File: src/verilog/pmta_pkg.sv
`default_nettype none
package pmta_pkg;

    localparam int PAGE_W     = 8;
    localparam int EA_W       = 16;
    localparam int PADDR_W    = 24;
    localparam int PWORD_W    = 24;
    localparam int DATA_W     = 16;
    localparam int BYTE_W     = 8;
    localparam int LANES      = 3;
    localparam int CNT_W      = 8;

    // field positions in the program word
    localparam int LOW_LSB    = 0;
    localparam int LOW_MSB    = 15;
    localparam int HIGH_LSB   = 16;
    localparam int HIGH_MSB   = 23;
    localparam int LANE_HIGH  = 2;

    // self-programming granularity, in instructions, with the row size also given in bytes
    localparam logic [CNT_W-1:0] ROW_INSTR    = 8'h20;
    localparam int               ROW_BYTES    = 96;
    localparam logic [CNT_W-1:0] ERASE_SMALL  = 8'h20;
    localparam logic [CNT_W-1:0] ERASE_MID    = 8'h40;
    localparam logic [CNT_W-1:0] ERASE_LARGE  = 8'h80;
    localparam logic [1:0]       SEL_SMALL    = 2'h0;
    localparam logic [1:0]       SEL_MID      = 2'h1;
    localparam logic [1:0]       SEL_LARGE    = 2'h2;
    localparam logic [1:0]       ADDR_SHIFT   = 2'h1;

    localparam logic [PWORD_W-1:0] WORD_RST   = 24'h000000;
    localparam logic [DATA_W-1:0]  DATA_RST   = 16'h0000;
    localparam logic [PAGE_W-1:0]  PAGE_RST   = 8'h00;
    localparam logic [LANES-1:0]   LANES_OFF  = 3'h0;

    typedef enum logic [1:0] {
        table_read_low_word,
        table_read_high_byte,
        table_write_low_word,
        table_write_high_byte
    } pmta_op_type;

    typedef enum logic [1:0] {
        ST_IDLE,
        ST_ACCESS,
        ST_DONE
    } pmta_state_type;

    function automatic logic [CNT_W-1:0] erase_instr(input logic [1:0] sel);
        logic [CNT_W-1:0] n;
        n = ERASE_SMALL;
        case (sel)
            SEL_MID:   n = ERASE_MID;
            SEL_LARGE: n = ERASE_LARGE;
            default:   n = ERASE_SMALL;
        endcase
        return n;
    endfunction

    // base of an aligned block; each instruction spans two addresses
    function automatic logic [PADDR_W-1:0] block_base(
        input logic [PADDR_W-1:0] addr,
        input logic [CNT_W-1:0]   instr);
        logic [PADDR_W-1:0] span;
        span = PADDR_W'(instr) << ADDR_SHIFT;
        return addr & ~(span - PADDR_W'(1));
    endfunction

endpackage
`default_nettype wire

File: src/verilog/pmta_lane_if.sv
`timescale 1ns/10ps
`default_nettype none
interface pmta_lane_if;
    import pmta_pkg::*;
    pmta_op_type        op;
    logic               byte_mode;
    logic               odd_byte;
    logic [PWORD_W-1:0] mem_word;
    logic [DATA_W-1:0]  wdata;
    logic [DATA_W-1:0]  rdata;
    logic [PWORD_W-1:0] wword;
    logic [LANES-1:0]   lane_en;

    modport ctrl (output op, byte_mode, odd_byte, mem_word, wdata,
                  input  rdata, wword, lane_en);
    modport fmt  (input  op, byte_mode, odd_byte, mem_word, wdata,
                  output rdata, wword, lane_en);
endinterface
`default_nettype wire

File: src/verilog/pmta_lane.sv
`timescale 1ns/10ps
`default_nettype none
module pmta_lane
    import pmta_pkg::*;
(
    pmta_lane_if.fmt lane
);

    logic [BYTE_W-1:0] sel_byte;

    always_comb begin
        lane.rdata   = DATA_RST;
        lane.wword   = WORD_RST;
        lane.lane_en = LANES_OFF;
        sel_byte     = lane.odd_byte ? lane.mem_word[LOW_MSB:BYTE_W]
                                     : lane.mem_word[BYTE_W-1:LOW_LSB];
        case (lane.op)
            table_read_low_word: begin
                if (lane.byte_mode) begin
                    lane.rdata = {{BYTE_W{1'b0}}, sel_byte};
                end else begin
                    lane.rdata = lane.mem_word[LOW_MSB:LOW_LSB];
                end
            end
            table_read_high_byte: begin
                if (!(lane.byte_mode && lane.odd_byte)) begin
                    lane.rdata = {{BYTE_W{1'b0}},
                                  lane.mem_word[HIGH_MSB:HIGH_LSB]};
                end
            end
            table_write_low_word: begin
                if (lane.byte_mode) begin
                    lane.wword = {{BYTE_W{1'b0}},
                                  lane.wdata[BYTE_W-1:LOW_LSB],
                                  lane.wdata[BYTE_W-1:LOW_LSB]};
                    lane.lane_en[lane.odd_byte] = 1'b1;
                end else begin
                    lane.wword = {{BYTE_W{1'b0}}, lane.wdata};
                    lane.lane_en[1:0] = 2'h3;
                end
            end
            table_write_high_byte: begin
                lane.wword = {lane.wdata[BYTE_W-1:LOW_LSB],
                              {DATA_W{1'b0}}};
                if (!(lane.byte_mode && lane.odd_byte)) begin
                    lane.lane_en[LANE_HIGH] = 1'b1;
                end
            end
            default: begin
                lane.rdata = DATA_RST;
            end
        endcase
    end

endmodule
`default_nettype wire

File: src/verilog/pmta_top.sv
`timescale 1ns/10ps
`default_nettype none
// Notes on behaviour
// - program address is formed from page register and effective address
// - low-word read and write move program bits 15 to 0
// - low-word accesses work in word mode or single byte mode
// - high accesses move program bits 23 to 16, in word mode or in byte mode at an even address only
// - self-programming writes whole rows of 32 instructions, 96 bytes
// - erase block is 32, 64 or 128 instructions, chosen by select field
// - table accesses allowed from data side in normal operating mode
module pmta_top
    import pmta_pkg::*;
(
    input  wire logic               sys_clk,
    input  wire logic               rst,
    input  wire logic               normal_mode,
    input  wire logic               page_wr,
    input  wire logic [PAGE_W-1:0]  page_wdata,
    output logic [PAGE_W-1:0]       program_page_register,
    input  wire logic               tbl_req,
    input  wire pmta_op_type        tbl_op,
    input  wire logic               tbl_byte,
    input  wire logic [EA_W-1:0]    tbl_ea,
    input  wire logic [DATA_W-1:0]  tbl_wdata,
    output logic                    tbl_ready,
    output logic                    tbl_done,
    output logic [DATA_W-1:0]       tbl_rdata,
    input  wire logic [1:0]         erase_operation_select,
    output logic [CNT_W-1:0]        erase_block_instr,
    output logic [PADDR_W-1:0]      erase_block_base,
    output logic [CNT_W-1:0]        row_block_instr,
    output logic [PADDR_W-1:0]      row_block_base,
    output logic                    mem_rd,
    output logic                    mem_wr,
    output logic [PADDR_W-1:0]      mem_addr,
    output logic [PWORD_W-1:0]      mem_wdata,
    output logic [LANES-1:0]        mem_lane_en,
    input  wire logic [PWORD_W-1:0] mem_rdata
);

    pmta_lane_if lane ();

    pmta_state_type     state_r;
    pmta_state_type     state_nxt;
    pmta_op_type        op_r;
    logic               byte_r;
    logic               odd_r;
    logic [DATA_W-1:0]  wdata_r;
    logic [PAGE_W-1:0]  page_r;
    logic [PADDR_W-1:0] addr_nxt;
    logic               accept;

    // ------------------------------------------------------------
    // operation decode
    // ------------------------------------------------------------
    function automatic logic op_is_read(input pmta_op_type op);
        return (op == table_read_low_word) ||
               (op == table_read_high_byte);
    endfunction

    function automatic logic op_is_write(input pmta_op_type op);
        return (op == table_write_low_word) ||
               (op == table_write_high_byte);
    endfunction

    // ------------------------------------------------------------
    // request acceptance
    // ------------------------------------------------------------
    // normal mode gate
    assign tbl_ready = (state_r == ST_IDLE) && normal_mode;
    assign accept    = tbl_req && tbl_ready;
    assign program_page_register = page_r;

    assign addr_nxt = {page_r, tbl_ea[EA_W-1:1], 1'b0};

    always_comb begin
        state_nxt = state_r;
        case (state_r)
            ST_IDLE:   state_nxt = accept ? ST_ACCESS : ST_IDLE;
            ST_ACCESS: state_nxt = ST_DONE;
            ST_DONE:   state_nxt = ST_IDLE;
            default:   state_nxt = ST_IDLE;
        endcase
    end

    always_ff @(posedge sys_clk or posedge rst) begin
        if (rst) begin
            state_r <= ST_IDLE;
        end else begin
            state_r <= state_nxt;
        end
    end

    // ------------------------------------------------------------
    // page register
    // ------------------------------------------------------------
    always_ff @(posedge sys_clk or posedge rst) begin
        if (rst) begin
            page_r <= PAGE_RST;
        end else if (page_wr) begin
            page_r <= page_wdata;
        end
    end

    // ------------------------------------------------------------
    // request capture
    // ------------------------------------------------------------
    always_ff @(posedge sys_clk or posedge rst) begin
        if (rst) begin
            op_r    <= table_read_low_word;
            byte_r  <= 1'b0;
            odd_r   <= 1'b0;
            wdata_r <= DATA_RST;
        end else if (accept) begin
            op_r    <= tbl_op;
            byte_r  <= tbl_byte;
            odd_r   <= tbl_ea[0];
            wdata_r <= tbl_wdata;
        end
    end

    always_ff @(posedge sys_clk or posedge rst) begin
        if (rst) begin
            mem_addr <= WORD_RST;
        end else if (accept) begin
            mem_addr <= addr_nxt;
        end
    end

    // ------------------------------------------------------------
    // lane formatting
    // ------------------------------------------------------------
    assign lane.op        = op_r;
    assign lane.byte_mode = byte_r;
    assign lane.odd_byte  = odd_r;
    assign lane.mem_word  = mem_rdata;
    assign lane.wdata     = wdata_r;

    pmta_lane u_lane (
        .lane (lane.fmt)
    );

    // ------------------------------------------------------------
    // memory strobes
    // ------------------------------------------------------------
    always_ff @(posedge sys_clk or posedge rst) begin
        if (rst) begin
            mem_rd <= 1'b0;
        end else begin
            mem_rd <= accept && op_is_read(tbl_op);
        end
    end

    always_ff @(posedge sys_clk or posedge rst) begin
        if (rst) begin
            mem_wr <= 1'b0;
        end else begin
            mem_wr <= (state_r == ST_ACCESS) && op_is_write(op_r);
        end
    end

    // ------------------------------------------------------------
    // write data and lanes
    // ------------------------------------------------------------
    always_ff @(posedge sys_clk or posedge rst) begin
        if (rst) begin
            mem_wdata   <= WORD_RST;
            mem_lane_en <= LANES_OFF;
        end else begin
            mem_wdata   <= lane.wword;
            mem_lane_en <= (state_r == ST_ACCESS) ? lane.lane_en
                                                  : LANES_OFF;
        end
    end

    // ------------------------------------------------------------
    // answer to the core
    // ------------------------------------------------------------
    always_ff @(posedge sys_clk or posedge rst) begin
        if (rst) begin
            tbl_done <= 1'b0;
        end else begin
            tbl_done <= (state_r == ST_ACCESS);
        end
    end

    always_ff @(posedge sys_clk or posedge rst) begin
        if (rst) begin
            tbl_rdata <= DATA_RST;
        end else if (state_r == ST_ACCESS) begin
            tbl_rdata <= lane.rdata;
        end
    end

    // ------------------------------------------------------------
    // self-programming row geometry
    // ------------------------------------------------------------
    always_ff @(posedge sys_clk or posedge rst) begin
        if (rst) begin
            row_block_instr <= ROW_INSTR;
            row_block_base  <= WORD_RST;
        end else begin
            row_block_instr <= ROW_INSTR;
            row_block_base  <= block_base(mem_addr, ROW_INSTR);
        end
    end

    // ------------------------------------------------------------
    // erase block geometry
    // ------------------------------------------------------------
    always_ff @(posedge sys_clk or posedge rst) begin
        if (rst) begin
            erase_block_instr <= ERASE_SMALL;
            erase_block_base  <= WORD_RST;
        end else begin
            erase_block_instr <= erase_instr(erase_operation_select);
            erase_block_base  <= block_base(mem_addr,
                                     erase_instr(erase_operation_select));
        end
    end

endmodule
`default_nettype wire

File: config.mk
export PLATFORM = sky130hd
export DESIGN_NAME = pmta_top
export DESIGN_NICKNAME = d
export VERILOG_FILES = /design/src/verilog/pmta_pkg.sv /design/src/verilog/pmta_lane_if.sv /design/src/verilog/pmta_lane.sv /design/src/verilog/pmta_top.sv
export SDC_FILE = /design/constraint.sdc
export NUM_CORES = 1
export LEC_CHECK = 0
export ABC_AREA = 1
export BUFFER_PORTS_ARGS = -buffer_cell sky130_fd_sc_hd__buf_2
export CORE_ASPECT_RATIO = 0.7
export CORE_MARGIN = 10
export CORE_UTILIZATION = 44
export DETAILED_ROUTE_END_ITERATION = 12
export PLACE_DENSITY = 0.77
export RECOVER_POWER = 25
export SETUP_SLACK_MARGIN = 0.15
export SLEW_MARGIN = 20
export SYNTH_ARGS = -nofsm -noshare
export SYNTH_HDL_FRONTEND = slang
export SYNTH_HIERARCHICAL = 1
export SYNTH_SLANG_ARGS = --single-unit
File: constraint.sdc
create_clock -name sys_clk -period 4.09 [get_ports sys_clk]
set_input_delay 0.2045 -clock sys_clk [delete_from_list [all_inputs] [get_ports sys_clk]]
set_output_delay 0.2045 -clock sys_clk [all_outputs]
set_load 0.01 [all_outputs]
==> reports/metrics.yaml, run 1 <==
status:
  status: "complete, no violations"
finish:
  area_growth_pct: 27.9
  final_cells: 901
  drive_above_1_share_pct: 30.9
  nets: 807
  finish.utilization_pct: 58.1
  final_common_cell: "buf_2"
  fill_cells: 991
  final_cell_mix: "buf_2, nand2_1, dfrtp_1"
  n_antenna_cell: 0
  final_area_um2: 6890
place:
  dp_cells: 864
  pre_cts_ws_ns: 2.21
  place.gp.congestion: 0.877
  hpwl_mm: 10.5
  dpl_cell_area_um2: 6220
  portBuffers: 190
pwr:
  swShare_pct: 29.7
  p_int_mw: 2.81
  p_switching_mw: 1.18
  power_mw: 3.99
  ir_worst_vdd_uv: 297
  p_leak_nw: 3.99
  seq_power_share_pct: 43.1
  p_per_area_nw_per_um2: 580
  power_frac_clock_pct: 39.7
  pwr-share-comb_pct: 17.3
detailed_routing:
  drc_errors: 0
  drt_iter0_drc: 272
  vias: 4209
  postRouteAntennaNets: 0
  wl_mm: 14.4
  wl_per_cell_um: 16.0
  first_pass_iters: 5
  viasPerCell: 4.67
timing:
  grt_setup_unrepaired: "false"
  drv_slew: 0
  slew_headroom_pct: 42.1
  final.setup.worst_slack_ns: 1.90
  min_period_ns: 2.19
  period_share_pct: 53.6
  setup_tns_ns: 0
  skew_ns: 0.00847
  worst_hold_slack_ns: 0.00651
  hold_viol_final: 0
  tightest_slew_ns: 0.868
  fmax_ghz: 0.456
  setup_viol: 0
clock_tree:
  numCtsBuffers: 17
  cts-resized-gates: 0
  cts_tree: "yes"
  clk-insertion-delay-late_ns: 0.41
  cts_max_level: 4
  post-cts-setup-buffers: 0
  clock-sinks: 137
  cts_buffer_depth: 2
  clk_pin_slew_ns: 0.06
  root_buffer: "clkbuf_16"
  cts_hold_buf: 5
setup_path:
  critPathLaunchType: "flop"
  r2r_start: "byte_r"
  endpoint_kind: "output port"
  crit_required_ns: 3.89
  critical_path_class: "flop to output port"
  r2r-end: "tbl_rdata[11]"
  crit_path_max_fanout: 26
  arrival_ns: 1.99
  rrSetupSlack_ns: 2.24
  r2r_cells: 5
synth:
  yosys_warnings: 6
  synth-seq-area-share_pct: 63.7
  syn_area_per_cell_um2: 9.61
  syn-instance-count: 560
  yosys-top-cells-area: "dfrtp_1, nand2_1, nand4_1, buf_4, inv_1"
  syn-cell-area_um2: 5380
  synth_top_area_share_pct: 63.2
  ys_seq_elements: 137
  synth_area_leader_cell: "dfrtp_1"
  synth_cell_types: 22
global_routing:
  grt_usage_pct: 16.5
  grt_pass1_wl_mm: 22.9
  antenna_found_initial: 0
  grt_max_degree: 104
  grt_pass1_vias: 4285
  grt-ovfl-total: 0
floorplanning:
  rows: 33
  die_y_um: 113
  initial_core_util_pct: 45.4
  io_pins: 217
  core_area_um2: 11900
  die_w_um: 152
  die_area_um2: 17100
min_path:
  min-delay-path-class: "primary input to asynchronous set/reset pin"
job:
  cap_viol_max_count: 0
## cells in the mapped netlist, drive strengths merged
cell type	n
clkbuf	17
buf	52
ha	2
nand4	43
clkinv	1
nand3	25
dfrtp	136
a21oi	8
o21ai	8
dfstp	1
nand2	181
inv	47
nor2	37
conb	2
## cell type report
cell class	count	area, um2	share of cell area (%)
clock inverters	14	189	2.74
inverters	48	185	2.69
well taps	157	196	2.85
clock buffers	18	429	6.23
multi-input cells	330	1440	21.0
flip-flops and latches	137	3430	49.8
repair buffers	197	1010	14.7
## worst max-delay path by stage
stage	start	to	depth (start not counted)
global route	state_r[1]	tbl_ready	5
detailed placement	normal_mode	byte_r	4
CTS	state_r[1]	tbl_ready	5
finish	state_r[1]	tbl_ready	5
floorplan	rst	byte_r	1
global placement	normal_mode	lane.wdata[13]	4
## routing by layer
layer  global-route usage [%]  up-vias  wire length [um]
met5                        0        -                 0
met4                     5.89        0               211
met3                     6.60       18              1180
met2                     24.9      178              6620
met1                     21.2     1973              6420
li1                         -     2040                 -
## flip-flops by register name, summed over array words and instances (netlist names), 2 cells and up
signal                 flops
program_page_register      8
tbl_rdata                 16
erase_block_base          18
lane.op                    2
mem_addr                  23
state_r                    2
row_block_base            18
lane.wdata                16
mem_lane_en                3
erase_block_instr          3
mem_wdata                 24
## power groups by stage
stage          Clock, mW  Sequential (mW)  Combinational, mW
2_1_floorplan          0             1.80              0.337
3_3_place_gp           0             1.73              0.686
3_5_place_dp           0             1.74              0.697
4_1_cts             1.62             1.72              0.704
5_1_grt             1.68             1.75              0.773
6_report            1.58             1.72              0.689
## logic make-up after synthesis
family          after synthesis  synth area share (%)
flops                       137                  63.7
simple gates                286                  23.0
fa+ha+maj                     2                 0.465
other cells                   2                 0.139
buf+inv                     117                  11.2
compound gates               16                  1.49
## worst max-delay path: stages (launching register included)
cell	delay [ns]
dfrtp_1	0.42
nor2_4	0.45
buf_4	0.37
nand2_1	0.08
inv_1	0.11
buf_2	0.14
No activity file was read; power rests on OpenSTA's default activity.
==> inputs of run 2 (changes only) <==
- clock period: 4.09 -> 2 ns (I/O delays scaled with it)
==> reports/metrics.yaml, run 2 (synthesis gave the netlist of run 1 again) <==
finish:
  nets: 855  # +5.9%
  area_growth_pct: 35.1
  largest_reg_flops: 24  # unchanged
  drive_above_1_share_pct: 24.9  # -6.0 points
  n_antenna_cell: 0  # unchanged
  top_register: "mem_wdata"
  largestRegisters: "mem_wdata x24, mem_addr x23"
  final_cell_mix: "nand2_1, buf_2, dfrtp_1"
  final_cells: 949  # +5.3%
  final_common_cell: "nand2_1"
  fill_cells: 994  # +0.30%
global_routing:
  antenna_found_initial: 0  # unchanged
  grt_pass1_wl_mm: 25.3  # +10%
  grt_max_degree: 138  # +33%
  grt_pass1_vias: 4630  # +8.1%
  grt-ovfl-total: 0  # unchanged
  grt_usage_pct: 18.1  # +1.6 points
timing:
  min_period_ns: 1.66
  fmax_ghz: 0.601
  hold_viol_final: 0  # unchanged
  slew_headroom_pct: 19.0  # -23 points
  setup_tns_ns: 0  # unchanged
  tightest_slew_ns: 1.22  # +0.347 ns
  skew_ns: 0.0103  # +0.00187 ns
  period_share_pct: 83.2
  grt_setup_unrepaired: "false"
  worst_hold_slack_ns: 0.0207  # +0.0142 ns
  setup_viol: 0  # unchanged
  drv_slew: 0  # unchanged
pwr:
  ir_worst_vdd_uv: 687  # +130%
  p_int_mw: 5.58  # +99%
  pwr-share-comb_pct: 18.4  # +1.1 points
  swShare_pct: 30.8  # +1.1 points
  p_per_area_nw_per_um2: 1110  # +91%
  p_switching_mw: 2.48  # +110%
  seq_power_share_pct: 43.5  # +0.4 points
  power_frac_clock_pct: 38.1  # -1.6 points
  power_mw: 8.06  # +100%
  p_leak_nw: 4.04  # +1.2%
floorplanning:
  die_w_um: 152  # unchanged
  die_y_um: 113  # unchanged
  core_area_um2: 11900  # unchanged
  io_pins: 217  # unchanged
  initial_core_util_pct: 45.4  # unchanged
  rows: 33  # unchanged
  die_area_um2: 17100  # unchanged
setup_path:
  crit_chain: "nor2_4, buf_4, nand2_1, inv_1, buf_2"
  crit_required_ns: 1.90  # -1.99 ns
  max_stage_delay_ns: 0.41  # -0.04 ns
  slowest_stage: "dfrtp_1"
  endpoint_kind: "output port"
  critPathLaunchType: "flop"
  arrival_ns: 1.56  # -0.43 ns
  crit_path_max_fanout: 24  # -7.7%
  critical_path_class: "flop to output port"
clock_tree:
  clock-sinks: 137  # unchanged
  cts_tree: "yes"
  clk_pin_slew_ns: 0.06  # about the same
  cts-resized-gates: 0  # unchanged
  cts_max_level: 4  # unchanged
  clk-insertion-delay-late_ns: 0.41  # about the same
  cts_buffer_depth: 2  # unchanged
  root_buffer: "clkbuf_16"
  numCtsBuffers: 17  # unchanged
detailed_routing:
  drc_errors: 0  # unchanged
  vias: 4439  # +5.5%
  wl_per_cell_um: 16.3  # +1.5%
  viasPerCell: 4.68  # +0.13%
  wl_mm: 15.4  # +7.0%
  drt_iter0_drc: 444  # +63%
  postRouteAntennaNets: 0  # unchanged
  first_pass_iters: 5  # unchanged
min_path:
  min-delay-path-class: "primary input to flop"
job:
  cap_viol_max_count: 0  # unchanged
place:
  dp_cells: 869  # +0.58%
  place.gp.congestion: 0.843  # -3.8%
  hpwl_mm: 10.6  # +0.91%
  portBuffers: 190  # unchanged
status:
  status: "complete, no violations"
## run 2: changes by cell type in the layout (fill, tap and decap cells not counted), moves of 2 or more
cell           before  now
buf_2             188  151
buf_4               2    5
bufinv_16           3    1
clkbuf_1            3   40
clkinv_4            4    1
clkinvlp_4          1    3
dlygate4sd3_1       5   48
inv_6               3    7
o21ai_0             6    8
o21ai_1             2    0
## run 2: worst max-delay path, delay by kind of cell, from the launching register on
kind	cells	cell delay, ns
buf+inv	3	0.49
flops	1	0.41
simple gates	2	0.26
## run 2: area by class of cell
type	instances	area (um2)	share of cell area, %
clock buffers	18	439	6.04
clock inverters	14	149	2.05
inverters	48	184	2.53
multi-input cells	330	1440	19.8
flip-flops and latches	137	3430	47.1
well taps	157	196	2.70
repair buffers	245	1440	19.7
## run 2: worst paths after layout
kind / from / endpoint / slack, ns / cells after the start
worst max-delay path: state_r[1] / tbl_ready / 0.34 / 5
worst min-delay path: mem_rdata[16] / tbl_rdata[0] / 0.02 / 5
worst max register to register: byte_r / tbl_rdata[11] / 0.46 / 5
worst min register to register: mem_addr[7] / row_block_base[7] / 0.43 / 0
max in group asynchronous: rst / state_r[1] / 0.54 / 4
min in group asynchronous: rst / erase_block_base[19] / 0.62 / 4
## run 2: repair_timing
item | CTS | global route
hold buffers | 48 | 0
hold endpoints to repair | 185 | 0
setup endpoints to repair | 0 | 0
buffers inserted | 0 | 0
## run 2: per-stage QoR
step	setup slack [ns]	area (um2)	util, %
6_report	0.335	7280	61.4
5_1_grt	0.232	7280	61.4
4_1_cts	0.309	7340	61.9
3_5_place_dp	0.521	6270	52.9
3_3_place_gp	0.592	6270	52.9
2_1_floorplan	0.194	5480	-
## run 2: metal layers
| layer | up-vias | routed length [um] | global-route usage (%) |
|---|---|---|---|
| li1 | 2130 | - | - |
| met1 | 2106 | 6630 | 22.6 |
| met2 | 191 | 7500 | 29.3 |
| met3 | 12 | 1170 | 5.80 |
| met4 | 0 | 142 | 6.21 |
| met5 | - | 0 | 0 |
## run 2: power by group through the flow
| stage | clock network, mW | logic, mW | registers [mW] |
|---|---|---|---|
| 2_1_floorplan | 0 | 0.690 | 3.69 |
| 3_3_place_gp | 0 | 1.43 | 3.53 |
| 3_5_place_dp | 0 | 1.45 | 3.55 |
| 4_1_cts | 3.13 | 1.53 | 3.51 |
| 5_1_grt | 3.27 | 1.66 | 3.58 |
| 6_report | 3.07 | 1.48 | 3.51 |
==> inputs of run 3 (changes only) <==
- CORE_UTILIZATION: 44 -> 48
- PLACE_DENSITY: 0.77 -> 0.79
- clock period: 2 -> 1.68 ns (I/O delays scaled with it)
==> reports/metrics.yaml, run 3 (synthesis gave the netlist of run 1 again) <==
status:
  status: "complete, no violations"
global_routing:
  grt_usage_pct: 20.3  # +2.2 points
  grt-ovfl-total: 0  # unchanged
  grt_pass1_wl_mm: 26.0  # +2.6%
  grt_max_degree: 75  # -46%
  antenna_found_initial: 0  # unchanged
  grt_pass1_vias: 4813  # +4.0%
setup_path:
  crit_required_ns: 1.60  # -0.30 ns
  r2r-end: "lane.wdata[6]"
  r2r_cells: 6  # +1
  rrSetupSlack_ns: 0.27  # -0.19 ns
  crit_path_max_fanout: 8  # -67%
  cp.buffers_inverters: 3  # unchanged
  endpoint_kind: "output port"
  arrival_ns: 1.35  # -0.21 ns
  r2r_start: "state_r[1]"
  crit_chain: "nor2_4, buf_12, nand2_2, inv_2, buf_6"
  slowest_stage: "dfrtp_1"
  critical-path-top-delay-family: "flip-flops"
  critical_path_class: "flop to output port"
  max_stage_delay_ns: 0.41  # about the same
  critPathLaunchType: "flop"
floorplanning:
  core_area_um2: 11000  # -7.4%
  io_pins: 217  # unchanged
  initial_core_util_pct: 49.1  # +3.6 points
  die_area_um2: 15900  # -7.1%
  die_w_um: 147  # -3.7%
  die_y_um: 109  # -3.5%
  rows: 32  # -3.0%
detailed_routing:
  postRouteAntennaNets: 0  # unchanged
  drc_errors: 0  # unchanged
  drt_iter0_drc: 323  # -27%
  first_pass_iters: 5  # unchanged
  wl_mm: 16.3  # +5.4%
  viasPerCell: 4.87  # +4.1%
  vias: 4661  # +5.0%
  wl_per_cell_um: 17.0  # +4.5%
pwr:
  swShare_pct: 29.4  # -1.4 points
  p_switching_mw: 2.97  # +20%
  p_per_area_nw_per_um2: 1340  # +21%
  power_frac_clock_pct: 39.6  # +1.5 points
  p_int_mw: 7.13  # +28%
  pwr-share-comb_pct: 19.0  # +0.6 points
  p_leak_nw: 4.28  # +6.0%
  power_mw: 10.1  # +25%
  ir_worst_vdd_uv: 810  # +18%
  seq_power_share_pct: 41.3  # -2.2 points
place:
  dp_cells: 870  # +0.12%
  hpwl_mm: 11.0  # +4.0%
  place.gp.congestion: 0.919  # +8.9%
  dpl_cell_area_um2: 6330  # +0.92%
  portBuffers: 190  # unchanged
job:
  cap_viol_max_count: 0  # unchanged
finish:
  top_register: "mem_wdata"
  largestRegisters: "mem_wdata x24, mem_addr x23"
  nets: 866  # +1.3%
  area_growth_pct: 39.7
  drive_above_1_share_pct: 31.1  # +6.3 points
  final_common_cell: "buf_2"
  final_cells: 957  # +0.84%
  final_area_um2: 7520  # +3.4%
  largest_reg_flops: 24  # unchanged
  final_cell_mix: "buf_2, nand2_1, dfrtp_1"
timing:
  slew_headroom_pct: 45.3  # +26 points
  worst_hold_slack_ns: 0.0222  # +0.00148 ns
  tightest_slew_ns: 0.820  # -0.396 ns
  fmax_ghz: 0.699
  grt_setup_unrepaired: "false"
  skew_ns: 0.0101  # -0.000209 ns
  period_share_pct: 85.2
  hold_viol_final: 0  # unchanged
  setup_viol: 0  # unchanged
  drv_slew: 0  # unchanged
  min_period_ns: 1.43
min_path:
  min-delay-path-class: "primary input to flop"
  hold_start: "mem_rdata[23]"
  hold_path_end: "tbl_rdata[7]"
  hold_path_depth: 5  # unchanged
clock_tree:
  root_buffer: "clkbuf_16"
  cts_tree: "yes"
  clock-sinks: 137  # unchanged
  numCtsBuffers: 17  # unchanged
  clk-insertion-delay-late_ns: 0.40  # about the same
  clk_pin_slew_ns: 0.06  # about the same
  cts_max_level: 4  # unchanged
  cts_buffer_depth: 2  # unchanged
run 3: cell count changes in the layout (fill, tap and decap cells not counted), sizes merged:
cell / delta
buf: +49
clkbuf: -38
bufinv: +3
inv: -3
bufbuf: +1
diode: +1
dlygate4sd3: -1
run 3: layer usage:
layer	vias up	routed length [um]	track usage, %	part of all wire, %
met3	27	1320	7.00	8.1
met1	2247	6680	24.8	41
met5	-	0	0	0
met2	234	7940	33.3	49
li1	2153	-	-	-
met4	0	329	6.77	2.0
run 3: power groups by stage:
stage                     clock [mW]  combinational [mW]  sequential [mW]
final                           4.01                1.92             4.17
after detailed placement           0                1.78             4.22
after floorplan                    0               0.821             4.39
after CTS                       4.06                1.91             4.17
after global routing            4.22                2.12             4.24
after global placement             0                1.73             4.19
run 3: metrics by stage:
stage | utilization [%] | worst slack, ns | TNS (ns)
after global placement | 57.7 | 0.399 | 0
after floorplan | - | -0.110 | -15.00
after global routing | 68.5 | 0.164 | 0
final | 68.6 | 0.248 | 0
after CTS | 68.3 | 0.165 | 0
after detailed placement | 57.7 | 0.360 | 0
run 3: what timing repair did:
action / 4_1_cts / 5_1_grt
cloned: 1 / 0
gates resized for setup: 3 / 3
setup endpoints to repair: 1 / 1
setup buffers: 2 / 4
pin swaps: 1 / 1
hold endpoints to repair: 184 / 0
hold buffers: 47 / 0
run 3: worst register-to-register path, cell delays in order (launching register included):
cell	delay (ns)
dfrtp_1	0.41
nor2_4	0.19
buf_4	0.16
nand3_4	0.14
buf_12	0.23
nand2_1	0.11
nand2_1	0.06
run 3: worst max-delay path by stage:
stage / slack (ns) / cells after the start / end / start
floorplan: -0.11 / 1 / byte_r / rst
global placement: 0.40 / 5 / tbl_ready / state_r[1]
detailed placement: 0.36 / 5 / mem_lane_en[0] / lane.op[0]
CTS: 0.17 / 5 / tbl_ready / state_r[0]
global route: 0.16 / 5 / tbl_ready / state_r[1]
finish: 0.25 / 5 / tbl_ready / state_r[1]
run 3: layout make-up:
type / count / area [um2]
fillers: 852 / 3450
flip-flops and latches: 137 / 3430
repair buffers: 256 / 1630
multi-input cells: 330 / 1450
clock buffers: 18 / 429
clock inverters: 14 / 210
well taps: 153 / 191
inverters: 48 / 181
diodes: 1 / 2.50
